File: src/verilog/rms_defs.vh
`ifndef RMS_DEFS_VH
`define RMS_DEFS_VH

// Interval durations in core_clk cycles (25 MHz)
`define RMS_INS_NOTCH_CYC 32'h0000_0064
`define RMS_INS_SETTLE_LEAD_CYC 32'h0000_000A
`define RMS_SETTLE_AFTER_CYC 32'h0000_0032
`define RMS_UNLATCH_CYC 32'h0000_0014
`define RMS_WD_CYC 32'h0000_0050
`define RMS_WD_SETTLE_CYC 32'h0000_0064
`define RMS_WDOG_CYC 32'h0000_1000

`endif

File: src/verilog/rms_sequencer.v
`timescale 1ns/100ps
`include "rms_defs.vh"

// Functional notes
// Only one rod selected; new selection accepted only while idle.
// Other selections ignored from motion start until cycle fully completes.
// Selection never cleared mid-cycle; only reset clears it then.
// Insert bus with selection opens both insert valves of that rod only.
// Withdraw and settle buses with selection open both withdraw valves.
// Settle alone opens only the settle-tied withdraw valve of the rod.
// Momentary rod-in starts a timed insert bus interval.
// Settle bus rises before insert drops and lingers a limited time.
// Insert interval sized for one notch per momentary rod-in.
// Holding rod-in keeps the insert bus energized continuously.
// Holding emergency-in keeps the insert bus energized continuously.
// Rod-out-notch starts with a brief unlatch insert pulse.
// After unlatch pulse, withdraw and settle buses energize together.
// Withdraw bus drops before settle; settle drop ends the cycle.
// Withdraw cycle identical whether switch is held or released.
// Withdraw intervals sized for one notch per cycle.
// Timer failure blocks further motion and drops all buses.
// Rod-out-notch plus notch-override held keeps withdraw bus on.
// Withdraw block stops the rod at the next notch position.
// All intervals are parameters counted in clock cycles.
module rms_sequencer #(
    parameter N_RODS = 8,
    parameter SEL_W = 3,
    parameter INS_NOTCH_CYC = `RMS_INS_NOTCH_CYC,
    parameter INS_LEAD_CYC = `RMS_INS_SETTLE_LEAD_CYC,
    parameter SETTLE_AFTER_CYC = `RMS_SETTLE_AFTER_CYC,
    parameter UNLATCH_CYC = `RMS_UNLATCH_CYC,
    parameter WD_CYC = `RMS_WD_CYC,
    parameter WD_SETTLE_CYC = `RMS_WD_SETTLE_CYC,
    parameter WDOG_CYC = `RMS_WDOG_CYC
) (
    input wire core_clk,
    input wire arst_n,
    input wire select_req,
    input wire [SEL_W-1:0] select_rod,
    input wire rod_in_sw,
    input wire rod_out_notch_sw,
    input wire emergency_in_sw,
    input wire notch_override_sw,
    input wire withdraw_block,
    output reg insert_bus,
    output reg withdraw_bus,
    output reg settle_bus,
    output reg rod_selected,
    output reg [SEL_W-1:0] selected_rod,
    output reg cycle_busy,
    output reg timer_fault,
    output reg [N_RODS-1:0] insert_valve_a,
    output reg [N_RODS-1:0] insert_valve_b,
    output reg [N_RODS-1:0] withdraw_valve,
    output reg [N_RODS-1:0] settle_valve
);

// ==========================================================
// States
localparam [6:0] S_IDLE = 7'h01;
localparam [6:0] S_INS = 7'h02;
localparam [6:0] S_INS_SET = 7'h04;
localparam [6:0] S_UNLATCH = 7'h08;
localparam [6:0] S_WD = 7'h10;
localparam [6:0] S_WD_SET = 7'h20;
localparam [6:0] S_FAULT = 7'h40;

reg [6:0] state;
reg [6:0] next_state;
reg [31:0] tmr;
reg [31:0] next_tmr;
reg [31:0] wdog;
reg held;
reg next_held;
reg [N_RODS-1:0] onehot;
reg out_armed;

function [N_RODS-1:0] rod_decode;
    input [SEL_W-1:0] idx;
    integer i;
    begin
        for (i = 0; i < N_RODS; i = i + 1)
            rod_decode[i] = (idx == i[SEL_W-1:0]);
    end
endfunction

// Last count of the interval timer in each timed phase
// Zero for untimed states; overrun skips S_IDLE and S_FAULT, so no count there trips it
function [31:0] phase_end;
    input [6:0] st;
    begin
        case (st)
            S_INS:
                phase_end = INS_NOTCH_CYC - INS_LEAD_CYC - 1;
            S_INS_SET:
                phase_end = INS_LEAD_CYC + SETTLE_AFTER_CYC - 1;
            S_UNLATCH:
                phase_end = UNLATCH_CYC - 1;
            S_WD:
                phase_end = WD_CYC - 1;
            S_WD_SET:
                phase_end = WD_SETTLE_CYC - 1;
            default:
                phase_end = 32'h0000_0000;
        endcase
    end
endfunction

wire idle = (state == S_IDLE);
wire go_in = rod_selected && (rod_in_sw || emergency_in_sw);
wire go_out = rod_selected && rod_out_notch_sw && !withdraw_block && out_armed;
// A timer counting past its phase end has failed; motion stops for good
wire overrun = (state != S_IDLE) && (state != S_FAULT) && (tmr > phase_end(state));
wire cont_wd = rod_out_notch_sw && notch_override_sw && !withdraw_block;
wire cont_in = rod_in_sw || emergency_in_sw;

// ==========================================================
// Sequencer
always @*
begin
    next_state = state;
    next_tmr = tmr;
    next_held = held;
    case (state)
        S_IDLE:
        begin
            next_tmr = 32'h0000_0000;
            if (go_in)
            begin
                next_state = S_INS;
                next_held = 1'b1;
            end
            else if (go_out)
                next_state = S_UNLATCH;
        end
        S_INS:
        begin
            if (!cont_in)
                next_held = 1'b0;
            else if (emergency_in_sw)
                next_held = 1'b1;
            if (held && cont_in)
                next_tmr = 32'h0000_0000;
            else if (tmr >= phase_end(state))
            begin
                next_state = S_INS_SET;
                next_tmr = 32'h0000_0000;
            end
            else
                next_tmr = tmr + 32'h0000_0001;
        end
        S_INS_SET:
        begin
            // Emergency-in during settle goes straight back to inserting
            if (emergency_in_sw)
            begin
                next_state = S_INS;
                next_tmr = 32'h0000_0000;
                next_held = 1'b1;
            end
            else if (tmr >= phase_end(state))
            begin
                next_state = S_IDLE;
                next_tmr = 32'h0000_0000;
            end
            else
                next_tmr = tmr + 32'h0000_0001;
        end
        S_UNLATCH:
        begin
            if (tmr >= phase_end(state))
            begin
                next_state = S_WD;
                next_tmr = 32'h0000_0000;
            end
            else
                next_tmr = tmr + 32'h0000_0001;
        end
        S_WD:
        begin
            // Switch release matters only with notch override held, so held and released match without it
            if (cont_wd && tmr >= phase_end(state))
                next_tmr = 32'h0000_0000;
            else if (tmr >= phase_end(state))
            begin
                next_state = S_WD_SET;
                next_tmr = 32'h0000_0000;
            end
            else
                next_tmr = tmr + 32'h0000_0001;
        end
        S_WD_SET:
        begin
            if (tmr >= phase_end(state))
            begin
                next_state = S_IDLE;
                next_tmr = 32'h0000_0000;
            end
            else
                next_tmr = tmr + 32'h0000_0001;
        end
        S_FAULT:
            next_state = S_FAULT;
        default:
            next_state = S_FAULT;
    endcase
end

always @(posedge core_clk or negedge arst_n)
begin
    if (!arst_n)
    begin
        state <= S_IDLE;
        tmr <= 32'h0000_0000;
        held <= 1'b0;
        wdog <= 32'h0000_0000;
    end
    else
    begin
        // Watchdog: a bus held past its bound with no timer progress is a fault
        if (state != S_IDLE && next_tmr == tmr && state != S_FAULT && !held && !cont_wd)
            wdog <= wdog + 32'h0000_0001;
        else
            wdog <= 32'h0000_0000;
        if (wdog >= WDOG_CYC || overrun)
            state <= S_FAULT;
        else
            state <= next_state;
        tmr <= next_tmr;
        held <= next_held;
    end
end

// ==========================================================
// Selection interlock
always @(posedge core_clk or negedge arst_n)
begin
    if (!arst_n)
    begin
        rod_selected <= 1'b0;
        selected_rod <= {SEL_W{1'b0}};
    end
    else if (select_req && idle && !go_in && !go_out && select_rod < N_RODS)
    begin
        rod_selected <= 1'b1;
        selected_rod <= select_rod;
    end
end

// ==========================================================
// Rod-out re-arm: a held switch gives one withdraw cycle, never a second cycle
// Cleared by reset, so a switch stuck high at power-up moves nothing
always @(posedge core_clk or negedge arst_n)
begin
    if (!arst_n)
        out_armed <= 1'b0;
    else if (!rod_out_notch_sw)
        out_armed <= 1'b1;
    else if (idle && go_out)
        out_armed <= 1'b0;
end

// ==========================================================
// Buses and valves, registered
always @*
begin
    onehot = rod_selected ? rod_decode(selected_rod) : {N_RODS{1'b0}};
end

wire nx_ins = (next_state == S_INS) || (next_state == S_UNLATCH)
    || ((next_state == S_INS_SET) && (next_tmr < INS_LEAD_CYC));
wire nx_wd = (next_state == S_WD);
wire nx_set = (next_state == S_INS_SET) || (next_state == S_WD) || (next_state == S_WD_SET);

always @(posedge core_clk or negedge arst_n)
begin
    if (!arst_n)
    begin
        insert_bus <= 1'b0;
        withdraw_bus <= 1'b0;
        settle_bus <= 1'b0;
        cycle_busy <= 1'b0;
        timer_fault <= 1'b0;
        insert_valve_a <= {N_RODS{1'b0}};
        insert_valve_b <= {N_RODS{1'b0}};
        withdraw_valve <= {N_RODS{1'b0}};
        settle_valve <= {N_RODS{1'b0}};
    end
    else
    begin
        insert_bus <= nx_ins && !timer_fault;
        withdraw_bus <= nx_wd && !timer_fault;
        settle_bus <= nx_set && !timer_fault;
        cycle_busy <= (next_state != S_IDLE);
        timer_fault <= timer_fault || (state == S_FAULT);
        insert_valve_a <= (nx_ins && !timer_fault) ? onehot : {N_RODS{1'b0}};
        insert_valve_b <= (nx_ins && !timer_fault) ? onehot : {N_RODS{1'b0}};
        withdraw_valve <= (nx_wd && nx_set && !timer_fault) ? onehot : {N_RODS{1'b0}};
        settle_valve <= (nx_set && !timer_fault) ? onehot : {N_RODS{1'b0}};
    end
end

endmodule

File: config.mk
export PLATFORM = sky130hd
export DESIGN_NAME = rms_sequencer
export DESIGN_NICKNAME = d
export VERILOG_FILES = /design/src/verilog/rms_sequencer.v
export VERILOG_INCLUDE_DIRS = /design/src /design/src/verilog
export SDC_FILE = /design/constraint.sdc
export NUM_CORES = 1
export LEC_CHECK = 0
export BUFFER_PORTS_ARGS = -buffer_cell sky130_fd_sc_hd__buf_2
export CAP_MARGIN = 30
export CORE_MARGIN = 2
export CORE_UTILIZATION = 32
export DETAILED_ROUTE_END_ITERATION = 7
export PLACE_DENSITY = 0.46
export SYNTH_ARGS = -nofsm -noshare
export SYNTH_HDL_FRONTEND = slang
export SYNTH_SLANG_ARGS = --single-unit
File: constraint.sdc
create_clock -name core_clk -period 3.7 [get_ports core_clk]
set_input_delay 0.74 -clock core_clk [delete_from_list [all_inputs] [get_ports core_clk]]
set_output_delay 0.74 -clock core_clk [all_outputs]
set_load 0.005 [all_outputs]
Yosys cells after proc, flatten, opt, wreduce, memory -nomap -nowiden
Index checks and enable logic that the tools add are counted.
{ "classes": {"n_div": 0, "mul": 0, "order_cmp": 9, "n_addsub": 2, "n_shift": 0, "reduce_logical": 40, "eq_ne": 25, "muxes": 42, "bitwise_logic": 0} }
{ "ops": {"columns": ["cell", "n"], "rows": [
  ["2-to-1 mux 32 bit", 18],
  ["greater-or-equal comparator 32 bit", 6],
  ["case mux 32 bit (6 select lines)", 1],
  ["2-to-1 mux 7 bit", 11],
  ["adder 32 x 1 -> 32 bit (second input constant)", 2],
  ["case mux 7 bit (6 select lines)", 1],
  ["case mux 7 bit (5 select lines)", 1],
  ["equality test 32 bit", 1],
  ["greater-or-equal comparator 32 x 13 -> 1 bit (second input constant)", 1],
  ["greater-than comparator 32 bit", 1],
  ["less-than comparator 32 x 4 -> 1 bit (second input constant)", 1],
  ["2-to-1 mux 8 bit", 4],
  ["logical AND 1 bit", 24],
  ["equality test 7 x 2 -> 1 bit (second input constant)", 2],
  ["equality test 7 x 3 -> 1 bit (second input constant)", 2],
  ["equality test 7 x 4 -> 1 bit (second input constant)", 2],
  ["equality test 7 x 5 -> 1 bit (second input constant)", 2],
  ["equality test 7 x 6 -> 1 bit (second input constant)", 2],
  ["inequality test 7 x 1 -> 1 bit (second input constant)", 2],
  ["equality test 3 bit (second input constant)", 4],
  ["equality test 7 x 1 -> 1 bit (second input constant)", 1],
  ["equality test 7 bit (second input constant)", 1],
  ["logical OR 1 bit", 7],
  ["inequality test 7 bit (second input constant)", 1],
  ["9 further kinds", 20]
]} }
{ "word_totals": {"latchBits": 0, "ramBits": 0, "regBits": 106, "romBits": 0, "memories": 0} }

Depth between registers and ports, before layout
{ "logic_depth": {"ltp_word": 16, "depth_mapped": 17, "ltp_nobuf": 15} }

Least setup slack after synthesis
OpenSTA, ideal clock, no wires.
{ "synth_path": {"path_type": "flip-flop to flip-flop", "start": "reg state[3]", "end": "reg state[6]", "stages_incl_launch_ff": 13, "t_required_ns": 3.573, "arrival_ns": 2.781, "period_less_slack_ns": 2.909, "setup_slack_ns": 0.791, "n_path_buf": 2, "path_cell_list": "dfrtp_1 > buf_2 > nor2_1 > nand2_1 > nor3b_1 > nor2_1 > ha_1 > nand3_1 > o41ai_1 > a21oi_1 > or3_1 > clkbuf_1 > or2_2"} }
{ "synth_between": {"elab_chain_len": 6, "elab_cells_between_ends": 15, "classes_between": "order compare (1); eq/ne (8); mux (3); reduce/logical (3)"} }
{ "synth_rtl": {"columns": ["element", "line_no", "source"], "rows": [
  ["start: declaration", "rms_sequencer.v:68", "reg [6:0] state;"],
  ["start signal: assignment", "rms_sequencer.v:228", "state <= next_state;"],
  ["equality test 7 x 6 -> 1 bit (tied with other cells)", "rms_sequencer.v:92, rms_sequencer.v:124", null],
  ["case mux 7 bit (5 select lines)", "rms_sequencer.v:92", "case (st)"],
  ["greater-than comparator 32 bit", "rms_sequencer.v:113", "wire overrun = (state != S_IDLE) && (state != S_FAULT) && (tmr > phase_end(state));"],
  ["logical AND 1 bit", "rms_sequencer.v:113", null],
  ["logical OR 1 bit", "rms_sequencer.v:225", "if (wdog >= WDOG_CYC || overrun)"],
  ["2-to-1 mux 7 bit *", "rms_sequencer.v:225", null]
]} }
Every way passes the cells marked *; elsewhere a longest branch is shown, timed or not.
A chain may end at the register's enable or synchronous reset.

Worst setup path in the final report
Same ends and word-level chain as after synthesis.

==> impl_metrics.tcl <==
set metrics [dict create \
    status "finished, final reports clean" \
    cp_slowest_cell "dfrtp_1" \
    powerDensity_nw_per_um2 347 \
    fin_hold_ws_ps 390 \
    clock_path_buffers 2 \
    min_period_ps 3350 \
    postCtsHoldBufs 0 \
    via_per_inst 4.97 \
    routedWlPerCell_um 14.7 \
    syn_nets 613 \
    r2r_start "state[3]$_DFF_PN0_" \
    leakage_nw 2.86 \
    diodes 0 \
    relSlewSlack_pct 52.5 \
    clock-sinks 106 \
    ys_warn_count 0 \
    synth_commonest_cells "105 x dfrtp_1, 103 x nor2_1, 44 x nand2_1" \
    ys_seq_area_share_pct 47.9 \
    port_buffers 51 \
    clkTransAtPathRegs_ps 80 \
    grt_pass1_wl_um 21500 \
    ant_nets 0 \
    r2r_cells 10 \
    fin_skew_ps 12.1 \
    cp-start-kind "flop" \
    clk_latency_ps 360 \
    async_flop_share_pct 100 \
    die_area_um2 18400 \
    core_um2 17100 \
    yosys.area.top_type "dfrtp_1" \
    tritoncts "yes" \
    yosys.cell_types.count 68 \
    crit_type "flop to flop" \
    critPathTopFamily "simple AND/OR/NAND/NOR gates" \
    hold_viol_final 0 \
    end_kind "flop" \
    grt_pass1_vias 4245 \
    drt-initial-drc-count 267 \
    rows 48 \
    critPathArrivalTime_ps 3600 \
    grt_max_degree 59 \
    drive_gt1_share_pct 15.2 \
    crit_fanout 9 \
    finalNetCount 650 \
    dr.pass1.iters 4 \
    initial_core_util_pct 32.4 \
    hp-class "input pin to async pin" \
    setup_tns_ps 0 \
    crit_top_cell "nor2_1" \
    finalSetupViolCount 0 \
    synth_enable_flop_cells 0 \
    routed_wl_um 12600 \
    drv_cap 0 \
    vdd_ir_drop_max_v 0.000254 \
    gp_congestion 0.869 \
    ys_ff_latch 106 \
    track_usage_pct 14.7 \
    r2r_setup_slack_ps 350 \
    die_x_um 136 \
    synth.most_common_cell "dfrtp_1" \
    rr_endpoint "state[6]$_DFF_PN0_" \
    fin_crit_sh_pct 90.6 \
    io_pins 52 \
    synthTopCellsByArea "dfrtp_1 47%, nor2_1 7.0%, xor2_1 4.4%" \
    ys.flop_type "dfrtp_1" \
    slew_violations 0 \
    gr-total-overflow 0 \
    drc_errors 0 \
    cts_root_buf "clkbuf_16" \
    htreeDepth 3 \
    final_util_pct 36.8 \
    vias 4254 \
    rsz0062_at_grt "false" \
    avgSynthCellArea_um2 9.41 \
    netlist_area_um2 5540 \
    worstPathRequired_ps 3950 \
    dpl.hpwl_um 8970 \
    crit_chain "nor2_1, nand2_1, nor3b_1, nor2_1, ha_1, nand3_1, o41ai_1, a21oi_1, or3_1, or2_2" \
    crit_buf_inv 0 \
    die-height_um 136 \
    area.growth.synth_to_final_pct 13.5 \
    worstMarginPinSlew_ps 704 \
    yosysTopAreaCellShare_pct 47.4 \
    antenna_found_initial 0 \
    fmax_ghz 0.298 \
    synthCells 589 \
    critPathMaxStageDelay_ps 490 \
    cts_made_buffers 9 \
]
-- timing repair --
item / CTS / global route
gates resized for setup: 0 / 2
hold endpoints to repair: 0 / 0
setup endpoints to repair: 0 / 7
setup buffers: 0 / 0
-- per-stage QoR --
step	area (µm²)	instances	power, mW	worst slack, ps
2_1_floorplan	5540	589	1.18	791
3_3_place_gp	5980	840	1.22	407
3_5_place_dp	5980	840	1.22	254
4_1_cts	6280	856	2.22	214
5_1_grt	6290	856	2.27	2.29
6_report	6290	856	2.18	349
-- how the worst max path moves through the flow --
stage                            start  slack (ps)  cells past startpoint                 end
global placement    state[3]$_DFF_PN0_         410                     13  state[6]$_DFF_PN0_
floorplan           state[3]$_DFF_PN0_         790                     12  state[6]$_DFF_PN0_
detailed placement  state[3]$_DFF_PN0_         250                     13  state[6]$_DFF_PN0_
global route        state[3]$_DFF_PN0_           2                     12  state[6]$_DFF_PN0_
finish              state[3]$_DFF_PN0_         350                     10  state[6]$_DFF_PN0_
CTS                 state[3]$_DFF_PN0_         210                     13  state[6]$_DFF_PN0_
-- cells by family after synthesis --
logic type / Yosys count / share of synthesized area (%)
AOI/OAI and AO/OA: 74 / 9.37
xor gates and xnor gates: 47 / 7.43
adders and majority gates: 13 / 2.93
buffers and inverters: 45 / 3.95
DFF: 106 / 47.9
muxes: 3 / 0.609
and+or+nand+nor: 301 / 27.8
-- state kept, by name (all words and copies together), names as in the netlist --
| register | flops |
|---|---|
| settle_valve | 8 |
| withdraw_bus | 1 |
| tmr | 32 |
| wdog | 32 |
| rod_selected | 1 |
| timer_fault | 1 |
| selected_rod | 3 |
| held | 1 |
| insert_bus | 1 |
| cycle_busy | 1 |
| withdraw_valve | 8 |
| out_armed | 1 |
| insert_valve_b | 8 |
| settle_bus | 1 |
| state | 7 |
-- layout make-up --
class                           count  area, µm²
Sequential cell                   106       2650
Clock buffer                        9        225
Inverter                           13       48.8
Fill cell                        1758      10800
Multi-Input combinational cell    438       2680
Tap cell                          225        282
Timing Repair Buffer               58        323
Clock inverter                      7       81.3
-- layer usage --
| layer | GRT usage, % | vias to the layer above | wire length (µm) |
|---|---|---|---|
| met5 | 0 | - | 0 |
| met4 | 4.22 | 0 | 138 |
| met3 | 3.48 | 11 | 471 |
| met2 | 23.1 | 66 | 5870 |
| met1 | 20.1 | 2071 | 6130 |
| li1 | - | 2106 | - |
-- placed cells by master, fill, tap and decap left out, types with 2 or more instances in the layout --
cell type  synthesis  routed
nand4b_1           4       4
or4_1              2       2
nor2b_1           16      16
buf_2             15      50
o21ai_1            3       3
buf_4              8       7
clkbuf_16          0       9
a41oi_1            2       2
a41o_1             2       2
nand3_1           31      31
o21ai_0           23      23
mux2_2             3       3
nand2_1           44      44
and4_1             4       4
and3_1            21      21
a211oi_1           3       3
nor4b_1            2       2
a211o_1            2       2
or2_2              2       2
o2111ai_1          2       2
inv_1             12      12
or3_1              9       9
a2111oi_2          1       2
nand2b_1           7       7
a21oi_1           12      12
inv_6              0       3
xor2_1            28      28
nor4_1            13      13
nor3b_1            5       5
xnor2_1           19      19
nor3_1            15      15
nor2_1           103     103
and2_1             2       2
o31ai_1            8       8
dfrtp_1          105     105
inv_8              0       2
ha_1              13      13
nand4_1            9       9
-- report_power, final --
group / switching, mW / total, mW / internal, mW / leakage (nW)
Clock: 0.500 / 0.989 / 0.489 / 0.151
Sequential: 0.00000000000000000760 / 1.16 / 1.16 / 1.45
Combinational: 0.0276 / 0.0342 / 0.00662 / 1.26
Note: power is estimated with default switching activity, not from simulation.
